===== config.mk =====
export PLATFORM = sky130hd
export DESIGN_NAME = brw_top
export DESIGN_NICKNAME = d
export VERILOG_FILES = /design/src/design/brw_pkg.sv /design/src/design/brw_sync_if.sv /design/src/design/brw_pin_sync.sv /design/src/design/brw_top.sv
export VERILOG_INCLUDE_DIRS = /design/src /design/src/design
export SDC_FILE = /design/constraint.sdc
export NUM_CORES = 1
export LEC_CHECK = 0
export ABC_AREA = 1
export BUFFER_PORTS_ARGS = -buffer_cell sky130_fd_sc_hd__buf_2
export CAP_MARGIN = 20
export CORE_UTILIZATION = 62
export DETAILED_ROUTE_END_ITERATION = 7
export PLACE_DENSITY_LB_ADDON = 0.3
export SYNTH_ARGS = -nofsm -noshare
export SYNTH_HDL_FRONTEND = slang
export SYNTH_HIERARCHICAL = 1
export SYNTH_SLANG_ARGS = --single-unit

===== constraint.sdc =====
create_clock -name mclk_i -period 1.9 [get_ports mclk_i]
set_input_delay 0.285 -clock mclk_i [delete_from_list [all_inputs] [get_ports mclk_i]]
set_output_delay 0.285 -clock mclk_i [all_outputs]
set_load 0.05 [all_outputs]

===== src/design/brw_defines.svh =====
/*
 Timing counts, offsets and reset values for the board reset and watchdog block.
 Assumes a 125 MHz clock; included by its bare name.
*/
`ifndef BRW_DEFINES_SVH
`define BRW_DEFINES_SVH

`define BRW_CLK_PERIOD_NS 8
`define BRW_WD_TIMEOUT_MS 1000
`define BRW_WD_TIMEOUT_CYC (`BRW_WD_TIMEOUT_MS * 1000000 / `BRW_CLK_PERIOD_NS)
`define BRW_RST_HOLD_US 100
`define BRW_RST_HOLD_CYC ((`BRW_RST_HOLD_US * 1000 + `BRW_CLK_PERIOD_NS - 1) / `BRW_CLK_PERIOD_NS)
`define BRW_WD_PULSE_US 10
`define BRW_WD_PULSE_CYC ((`BRW_WD_PULSE_US * 1000 + `BRW_CLK_PERIOD_NS - 1) / `BRW_CLK_PERIOD_NS)
`define BRW_DEB_US 1000
`define BRW_DEB_CYC ((`BRW_DEB_US * 1000 + `BRW_CLK_PERIOD_NS - 1) / `BRW_CLK_PERIOD_NS)

`define BRW_ADDR_CTRL 4'h0
`define BRW_ADDR_KICK 4'h1
`define BRW_ADDR_STATUS 4'h2
`define BRW_ADDR_IRQ_STAT 4'h3
`define BRW_ADDR_IRQ_MASK 4'h4

`define BRW_KICK_KEY 8'ha5
`define BRW_CTRL_RST 2'h0
`define BRW_IRQ_MASK_RST 4'h0

`define BRW_EV_POR 0
`define BRW_EV_BTN 1
`define BRW_EV_WD 2
`define BRW_EV_CPU 3

`endif


===== src/design/brw_pkg.sv =====
/*
 Types for the board reset and watchdog block.
 Assumes nothing beyond a SystemVerilog compiler.
*/
package brw_pkg;
    typedef enum logic [1:0] {
        BRW_SEQ_HOLD,
        BRW_SEQ_RUN
    } brw_seq_t;
    typedef logic [3:0] brw_ev_t;
endpackage


===== src/design/brw_sync_if.sv =====
/*
 Interface carrying the synchronised pin levels from the input stage to the core.
 Assumes both ends run on mclk_i.
*/
`timescale 1ns/100ps
interface brw_sync_if;
    logic power_good;
    logic button_pressed;
    modport src (output power_good, output button_pressed);
    modport dst (input power_good, input button_pressed);
endinterface


===== src/design/brw_pin_sync.sv =====
/*
 Two-stage synchronisers and a button debouncer for the pin inputs.
 Assumes asynchronous pins; the button pin is active low.
*/
`timescale 1ns/100ps
`include "brw_defines.svh"
module brw_pin_sync
    import brw_pkg::*;
#(
    parameter int DEB_CYC = `BRW_DEB_CYC
) (
    input wire logic mclk_i,
    input wire logic sys_rst_i,
    input wire logic power_good_i,
    input wire logic reset_button_n_i,
    brw_sync_if.src sync
);
    logic [1:0] pg_sync_reg;
    logic [1:0] btn_sync_reg;
    logic btn_stable_reg;
    logic [17:0] deb_cnt_reg;

    always_ff @(posedge mclk_i) begin
        if (sys_rst_i) begin
            pg_sync_reg <= 2'h0;
            btn_sync_reg <= 2'h0;
        end else begin
            pg_sync_reg <= {pg_sync_reg[0], power_good_i};
            btn_sync_reg <= {btn_sync_reg[0], ~reset_button_n_i};
        end
    end

    // The pressed level must stay steady for the debounce time before it is accepted.
    always_ff @(posedge mclk_i) begin
        if (sys_rst_i) begin
            btn_stable_reg <= 1'b0;
            deb_cnt_reg <= 18'h0;
        end else if (btn_sync_reg[1] == btn_stable_reg) begin
            deb_cnt_reg <= 18'h0;
        end else if (deb_cnt_reg >= 18'(DEB_CYC - 1)) begin
            btn_stable_reg <= btn_sync_reg[1];
            deb_cnt_reg <= 18'h0;
        end else begin
            deb_cnt_reg <= deb_cnt_reg + 18'h1;
        end
    end

    assign sync.power_good = pg_sync_reg[1];
    assign sync.button_pressed = btn_stable_reg;
endmodule


===== src/design/brw_top.sv =====
/*
 Board reset combiner and watchdog with register port, indicators and interrupt.
 Assumes pins are asynchronous to mclk_i and the processor uses the plain register port.
*/
// Notes on behaviour
// - Reset at power-on and on supply drop.
// - Reset while push button is pressed.
// - Watchdog expiry resets the board.
// - CPU reset instruction resets peripherals only.
// - CPU reset instruction never resets the processor.
// - Watchdog release pulses reset, lights red indicator.
// - Watchdog release pulses readable status flag.
// - Yellow indicator lit while processor reports OK.
// - Button reset reaches computer, modem, radio boards.
`timescale 1ns/100ps
`include "brw_defines.svh"
module brw_top
    import brw_pkg::*;
#(
    parameter int WD_TIMEOUT_CYC = `BRW_WD_TIMEOUT_CYC,
    parameter int RST_HOLD_CYC = `BRW_RST_HOLD_CYC,
    parameter int WD_PULSE_CYC = `BRW_WD_PULSE_CYC,
    parameter int DEB_CYC = `BRW_DEB_CYC
) (
    input wire logic mclk_i,
    input wire logic sys_rst_i,
    input wire logic power_good_i,
    input wire logic reset_button_n_i,
    input wire logic cpu_reset_instr_i,
    input wire logic [3:0] addr_i,
    input wire logic [7:0] wdata_i,
    input wire logic wr_i,
    input wire logic rd_i,
    output logic [7:0] rdata_o,
    output logic cpu_core_rst_o,
    output logic computer_board_rst_o,
    output logic line_modem_board_rst_o,
    output logic radio_board_rst_o,
    output logic status_led_o,
    output logic wd_alarm_led_o,
    output logic watchdog_status_flag_o,
    output logic irq_o
);
    brw_sync_if sync ();

    brw_pin_sync #(
        .DEB_CYC(DEB_CYC)
    ) u_sync (
        .mclk_i(mclk_i),
        .sys_rst_i(sys_rst_i),
        .power_good_i(power_good_i),
        .reset_button_n_i(reset_button_n_i),
        .sync(sync)
    );

    logic [1:0] ctrl_reg;
    logic [31:0] wd_cnt_reg;
    logic wd_fire;
    logic [15:0] wd_pulse_cnt_reg;
    logic wd_pulse_active;
    logic wd_alarm_reg;
    logic wdflag_reg;
    logic [1:0] cpu_sync_reg;
    logic cpu_prev_reg;
    logic cpu_rise;
    brw_seq_t full_state_reg;
    logic [15:0] full_cnt_reg;
    logic [15:0] per_cnt_reg;
    logic full_src;
    logic per_src;
    logic full_rst_reg;
    logic per_rst_reg;
    brw_ev_t irq_stat_reg;
    brw_ev_t irq_mask_reg;
    brw_ev_t events;
    logic pg_prev_reg;
    logic btn_prev_reg;
    logic kick_wr;
    logic [7:0] rdata_next;

    assign kick_wr = wr_i && (addr_i == `BRW_ADDR_KICK) && (wdata_i == `BRW_KICK_KEY);

    // Control bits: bit 0 processor OK, bit 1 watchdog enable.
    always_ff @(posedge mclk_i) begin
        if (sys_rst_i || full_rst_reg) begin
            ctrl_reg <= `BRW_CTRL_RST;
        end else if (wr_i && addr_i == `BRW_ADDR_CTRL) begin
            ctrl_reg <= wdata_i[1:0];
        end
    end

    // Counter is held clear while disabled or in reset, and restarts on each kick.
    always_ff @(posedge mclk_i) begin
        if (sys_rst_i || full_rst_reg || !ctrl_reg[1]) begin
            wd_cnt_reg <= 32'h0;
        end else if (kick_wr) begin
            wd_cnt_reg <= 32'h0;
        end else if (!wd_fire) begin
            wd_cnt_reg <= wd_cnt_reg + 32'h1;
        end
    end

    assign wd_fire = ctrl_reg[1] && !full_rst_reg &&
                     (wd_cnt_reg >= 32'(WD_TIMEOUT_CYC - 1));

    // A watchdog release produces a fixed-length pulse that feeds the reset combiner.
    always_ff @(posedge mclk_i) begin
        if (sys_rst_i) begin
            wd_pulse_cnt_reg <= 16'h0;
        end else if (wd_fire && wd_pulse_cnt_reg == 16'h0) begin
            wd_pulse_cnt_reg <= 16'(WD_PULSE_CYC);
        end else if (wd_pulse_cnt_reg != 16'h0) begin
            wd_pulse_cnt_reg <= wd_pulse_cnt_reg - 16'h1;
        end
    end

    assign wd_pulse_active = (wd_pulse_cnt_reg != 16'h0);

    // The red indicator stays lit until power cycling or an explicit clear by write.
    always_ff @(posedge mclk_i) begin
        if (sys_rst_i || !sync.power_good) begin
            wd_alarm_reg <= 1'b0;
        end else if (wd_fire) begin
            wd_alarm_reg <= 1'b1;
        end else if (wr_i && addr_i == `BRW_ADDR_STATUS && wdata_i[0]) begin
            wd_alarm_reg <= 1'b0;
        end
    end

    always_ff @(posedge mclk_i) begin
        if (sys_rst_i) begin
            wdflag_reg <= 1'b0;
        end else begin
            wdflag_reg <= wd_pulse_active;
        end
    end

    // The reset instruction line is synchronised and turned into a one-cycle event.
    always_ff @(posedge mclk_i) begin
        if (sys_rst_i) begin
            cpu_sync_reg <= 2'h0;
            cpu_prev_reg <= 1'b0;
        end else begin
            cpu_sync_reg <= {cpu_sync_reg[0], cpu_reset_instr_i};
            cpu_prev_reg <= cpu_sync_reg[1];
        end
    end

    assign cpu_rise = cpu_sync_reg[1] && !cpu_prev_reg;

    assign full_src = !sync.power_good || sync.button_pressed || wd_pulse_active;
    assign per_src = full_src || cpu_rise;

    // Full reset holds for the minimum time after the last source releases.
    always_ff @(posedge mclk_i) begin
        if (sys_rst_i) begin
            full_state_reg <= BRW_SEQ_HOLD;
            full_cnt_reg <= 16'h0;
        end else begin
            case (full_state_reg)
                BRW_SEQ_HOLD: begin
                    if (full_src) begin
                        full_cnt_reg <= 16'h0;
                    end else if (full_cnt_reg >= 16'(RST_HOLD_CYC - 1)) begin
                        full_state_reg <= BRW_SEQ_RUN;
                    end else begin
                        full_cnt_reg <= full_cnt_reg + 16'h1;
                    end
                end
                BRW_SEQ_RUN: begin
                    if (full_src) begin
                        full_state_reg <= BRW_SEQ_HOLD;
                        full_cnt_reg <= 16'h0;
                    end
                end
                default: begin
                    full_state_reg <= BRW_SEQ_HOLD;
                end
            endcase
        end
    end

    // Peripheral reset follows the same hold time and also honours the reset instruction.
    always_ff @(posedge mclk_i) begin
        if (sys_rst_i || per_src) begin
            per_cnt_reg <= 16'h0;
        end else if (per_cnt_reg < 16'(RST_HOLD_CYC)) begin
            per_cnt_reg <= per_cnt_reg + 16'h1;
        end
    end

    always_ff @(posedge mclk_i) begin
        if (sys_rst_i) begin
            full_rst_reg <= 1'b1;
        end else begin
            full_rst_reg <= (full_state_reg == BRW_SEQ_HOLD) || full_src;
        end
    end

    always_ff @(posedge mclk_i) begin
        if (sys_rst_i) begin
            per_rst_reg <= 1'b1;
        end else begin
            per_rst_reg <= per_src || (per_cnt_reg < 16'(RST_HOLD_CYC));
        end
    end

    // The core reset sees only full-board sources, never the reset instruction.
    always_ff @(posedge mclk_i) begin
        if (sys_rst_i) begin
            cpu_core_rst_o <= 1'b1;
        end else begin
            cpu_core_rst_o <= full_rst_reg;
        end
    end

    // The three board resets share one source, so they always move together.
    always_ff @(posedge mclk_i) begin
        if (sys_rst_i) begin
            computer_board_rst_o <= 1'b1;
        end else begin
            computer_board_rst_o <= per_rst_reg;
        end
    end

    always_ff @(posedge mclk_i) begin
        if (sys_rst_i) begin
            line_modem_board_rst_o <= 1'b1;
        end else begin
            line_modem_board_rst_o <= per_rst_reg;
        end
    end

    always_ff @(posedge mclk_i) begin
        if (sys_rst_i) begin
            radio_board_rst_o <= 1'b1;
        end else begin
            radio_board_rst_o <= per_rst_reg;
        end
    end

    always_ff @(posedge mclk_i) begin
        if (sys_rst_i) begin
            status_led_o <= 1'b0;
        end else begin
            status_led_o <= ctrl_reg[0] && !full_rst_reg;
        end
    end

    always_ff @(posedge mclk_i) begin
        if (sys_rst_i) begin
            wd_alarm_led_o <= 1'b0;
        end else begin
            wd_alarm_led_o <= wd_alarm_reg;
        end
    end

    always_ff @(posedge mclk_i) begin
        if (sys_rst_i) begin
            watchdog_status_flag_o <= 1'b0;
        end else begin
            watchdog_status_flag_o <= wdflag_reg;
        end
    end

    // Previous levels give the edge events for the interrupt status.
    always_ff @(posedge mclk_i) begin
        if (sys_rst_i) begin
            pg_prev_reg <= 1'b0;
        end else begin
            pg_prev_reg <= sync.power_good;
        end
    end

    always_ff @(posedge mclk_i) begin
        if (sys_rst_i) begin
            btn_prev_reg <= 1'b0;
        end else begin
            btn_prev_reg <= sync.button_pressed;
        end
    end

    always_comb begin
        events = 4'h0;
        events[`BRW_EV_POR] = pg_prev_reg && !sync.power_good;
        events[`BRW_EV_BTN] = sync.button_pressed && !btn_prev_reg;
        events[`BRW_EV_WD] = wd_fire && !wd_pulse_active;
        events[`BRW_EV_CPU] = cpu_rise;
    end

    // Status bits are write-one-to-clear, and a new event wins over a clear.
    always_ff @(posedge mclk_i) begin
        if (sys_rst_i) begin
            irq_stat_reg <= 4'h0;
        end else if (wr_i && addr_i == `BRW_ADDR_IRQ_STAT) begin
            irq_stat_reg <= (irq_stat_reg & ~wdata_i[3:0]) | events;
        end else begin
            irq_stat_reg <= irq_stat_reg | events;
        end
    end

    always_ff @(posedge mclk_i) begin
        if (sys_rst_i) begin
            irq_mask_reg <= `BRW_IRQ_MASK_RST;
        end else if (wr_i && addr_i == `BRW_ADDR_IRQ_MASK) begin
            irq_mask_reg <= wdata_i[3:0];
        end
    end

    always_ff @(posedge mclk_i) begin
        if (sys_rst_i) begin
            irq_o <= 1'b0;
        end else begin
            irq_o <= |(irq_stat_reg & irq_mask_reg);
        end
    end

    // Read data stand for the one cycle after the strobe and are zero otherwise.
    always_comb begin
        rdata_next = 8'h0;
        if (addr_i == `BRW_ADDR_CTRL) begin
            rdata_next = {6'h0, ctrl_reg};
        end else if (addr_i == `BRW_ADDR_STATUS) begin
            rdata_next = {3'h0, sync.button_pressed, sync.power_good,
                          wd_pulse_active, wdflag_reg, wd_alarm_reg};
        end else if (addr_i == `BRW_ADDR_IRQ_STAT) begin
            rdata_next = {4'h0, irq_stat_reg};
        end else if (addr_i == `BRW_ADDR_IRQ_MASK) begin
            rdata_next = {4'h0, irq_mask_reg};
        end
    end

    always_ff @(posedge mclk_i) begin
        if (sys_rst_i) begin
            rdata_o <= 8'h0;
        end else if (rd_i) begin
            rdata_o <= rdata_next;
        end else begin
            rdata_o <= 8'h0;
        end
    end
endmodule


==> run_results.csv <==
group,metric,value,unit
run_status,outcome,"complete, but fails checks",
run_status,violations,"design-rule violations",
synth,synth_flop_cell,"dfxtp_1",
timing,hold_viol,0,
cts,htreeDepth,4,
detailed_routing,dr.pass1.iters,7,
detailed_routing,num_vias,6688,
setup_path,cp.arrival,2.13,ns
cts,ctsHoldBuffers,0,
detailed_routing,wl,15700,µm
timing,max_freq,569,MHz
global_routing,grt_max_degree,35,
global_routing,grt_pass1_vias,6104,
cells_and_area,largest_register_ffs,32,
floorplan,die_h,110,µm
cts,numCtsBuffers,17,
power_and_ir_drop,power.leakage,3.24,nW
floorplan,initial_core_util,63.6,%
place,hpwl,11200,µm
floorplan,die_x,110,µm
floorplan,fp-row-count,39,
setup_path,end_kind,"register",
timing,fin_crit_sh,92.5,%
cts,clk_latency,0.43,ns
synth,syn_avg_cell_area,6.73,µm²
cells_and_area,utilization,71.9,%
cts,root_buffer,"clkbuf_16",
place,place_inst,1239,
timing,grt_setup_unrepaired,"yes",
cells_and_area,syn2layout_area_growth,13.1,%
timing,finalSetupViolations,0,
synth,synth_seq_area_share,37.1,%
timing,drv_slew,0,
synth,ys_async_sr_fraction,0,%
floorplan,io_pins,35,
cts,cts_tree,"done",
job,cap_violations,0,
cells_and_area,fin_cells,1270,
global_routing,grtUsageTotal,27.8,%
cells_and_area,drive_gt1_share,12.4,%
detailed_routing,drt_iter0_markers,466,
cells_and_area,stdcell_area,8180,µm²
synth,netlist_area,7230,µm²
detailed_routing,drc,2,
synth,synth-seq-cells,134,
synth,synthDistinctLibCells,45,
cts,cts_num_sinks,134,
place,placed_area,7490,µm²
timing,finClkSkew,0.00846,ns
global_routing,gr-total-overflow,0,
detailed_routing,vias_per_cell,5.27,
synth,ys_warn_count,6,
cells_and_area,final_nets,1140,
cts,path_clk_slew,0.06,ns
setup_path,worstPathMaxFanout,9,
setup_path,crit_type,"register to register",
global_routing,grt_pass1_wl,26200,µm
worst_hold_path,hp-class,"primary input to register",
place,gp_congestion,0.962,
floorplan,die_area,12100,µm²
cells_and_area,antenna_cells,0,
synth,synthCells,1075,
setup_path,setup.worst_path.start_class,"register",
synth,synth-edff-count,0,
floorplan,fp.coreArea,11400,µm²
timing,fin_crit,1.76,ns
power_and_ir_drop,peakVddDrop,831,µV
detailed_routing,drtAntennaViolNets,0,
detailed_routing,wl_per_cell,12.4,µm
setup_path,crit_required,2.27,ns
global_routing,antenna_found_initial,0,
power_and_ir_drop,power,0.00789,W
power_and_ir_drop,powerDensity,965,nW/µm²
cts,clockBufferDepth,2,
place,io_buffer_count,31,
-- worst max-delay path: stages (launching register included) --
cell and delay, ns:
dfxtp_1 0.34, inv_1 0.13, ha_2 0.22, nand3_2 0.08
nor2_2 0.10, nand2_2 0.12, nor2_4 0.15, nand2_4 0.10
inv_4 0.13, nand2_8 0.09, clkinv_4 0.09, nand2_1 0.06
nor2_1 0.08
-- cell usage after synthesis (2+ instances only) --
cell type	instances	area share, %
nor4_1	2	0.17
dfxtp_1	134	37
nand3b_1	7	0.73
nand4_1	14	1.2
o22ai_1	6	0.52
xnor2_1	8	0.97
nor3b_1	4	0.42
or2_2	2	0.17
o21ai_1	5	0.35
nor3_2	3	0.42
xor2_1	39	4.7
nor3_1	21	1.5
a21oi_1	55	3.8
nor2_1	165	8.6
nor2_2	27	2.3
o31ai_1	2	0.21
conb_1	2	0.10
nand2_2	8	0.69
o21ai_0	22	1.5
ha_1	6	1.0
inv_2	2	0.10
nor2_4	6	0.93
nand2_4	5	0.78
nand3_1	88	6.1
buf_2	2	0.14
nand3_4	2	0.48
inv_1	129	6.7
nand2_1	276	14
buf_6	6	0.93
buf_4	5	0.52
clkbuf_1	8	0.42
-- repair_timing --
| item | in CTS | in global routing |
|---|---|---|
| hold endpoints to repair | 0 | 0 |
| endpoints found under the setup margin | 0 | 61 |
| resized for setup | 0 | 15 |
| setup buffers | 0 | 0 |
-- per-stage QoR --
stage	TNS (ns)	hold slack, ns	worst slack [ns]
after floorplan	0	0.352	0.234
after global placement	0	0.389	0.166
after detailed placement	0	0.401	0.0828
after CTS	0	0.0000238	0.0740
after global routing	-0.0195	0.0126	-0.0110
final	0	0.0125	0.143
-- cell type report --
cell class	count	area, µm²
tap	143	179
fill	953	3190
sequential	134	2680
timing repair buffer	43	265
clock buffer	20	447
multi-input combinational	785	3920
inverter	134	510
clock inverter	11	174
-- cells in the final DEF (no fill, tap or decap), types with 5 or more instances in the layout --
cell	instances
nand3_1	88
o21ai_0	22
a21oi_1	55
buf_2	31
nand4_1	14
xnor2_1	8
o21ai_1	5
dfxtp_1	133
nand2_2	8
nor2_2	27
nor3_1	21
buf_4	9
nor2_4	7
clkbuf_16	17
nand2_1	275
nor2_1	164
inv_1	128
o22ai_1	6
nand3b_1	7
xor2_1	39
-- power breakdown --
group | internal (W) | total [W] | leakage (nW) | switching (W)
clock | 0.00222 | 0.00344 | 0.293 | 0.00122
sequential | 0.00296 | 0.00310 | 1.09 | 0.000138
combinational | 0.000501 | 0.00136 | 1.86 | 0.000858
-- layer usage --
metal / part of all wire, % / global-route usage, %
met2: 46 / 44.3
met5: 0 / 0
met4: 3.3 / 15.6
met3: 5.4 / 5.94
met1: 45 / 34.9
-- kinds of logic (layout without fill, tap and decap cells) --
| logic type | Yosys count | count (layout) | synth area share [%] |
|---|---|---|---|
| xor gates and xnor gates | 47 | 47 | 5.69 |
| and+or+nand+nor | 632 | 632 | 39.2 |
| AOI/OAI and AO/OA | 96 | 96 | 7.23 |
| other | 2 | 4 | 0.104 |
| DFF | 134 | 134 | 37.1 |
| adders and majority gates | 6 | 6 | 1.04 |
| buffers and inverters | 158 | 208 | 9.61 |
-- path summary, 6_finish.rpt --
kind                                    start                           endpoint  slack, ns  cells past startpoint
min reg2reg  u_sync/pg_sync_reg[0]$_SDFF_PP0_   u_sync/pg_sync_reg[1]$_SDFF_PP0_       0.41                      2
max          wd_pulse_cnt_reg[0]$_SDFFE_PP0N_       per_cnt_reg[11]$_SDFFE_PP0P_       0.14                     12
min                          reset_button_n_i  u_sync/btn_sync_reg[0]$_SDFF_PP0_       0.01                      2
max reg2reg  wd_pulse_cnt_reg[0]$_SDFFE_PP0N_       per_cnt_reg[11]$_SDFFE_PP0P_       0.14                     12
Power figures use the tool's default switching activity.
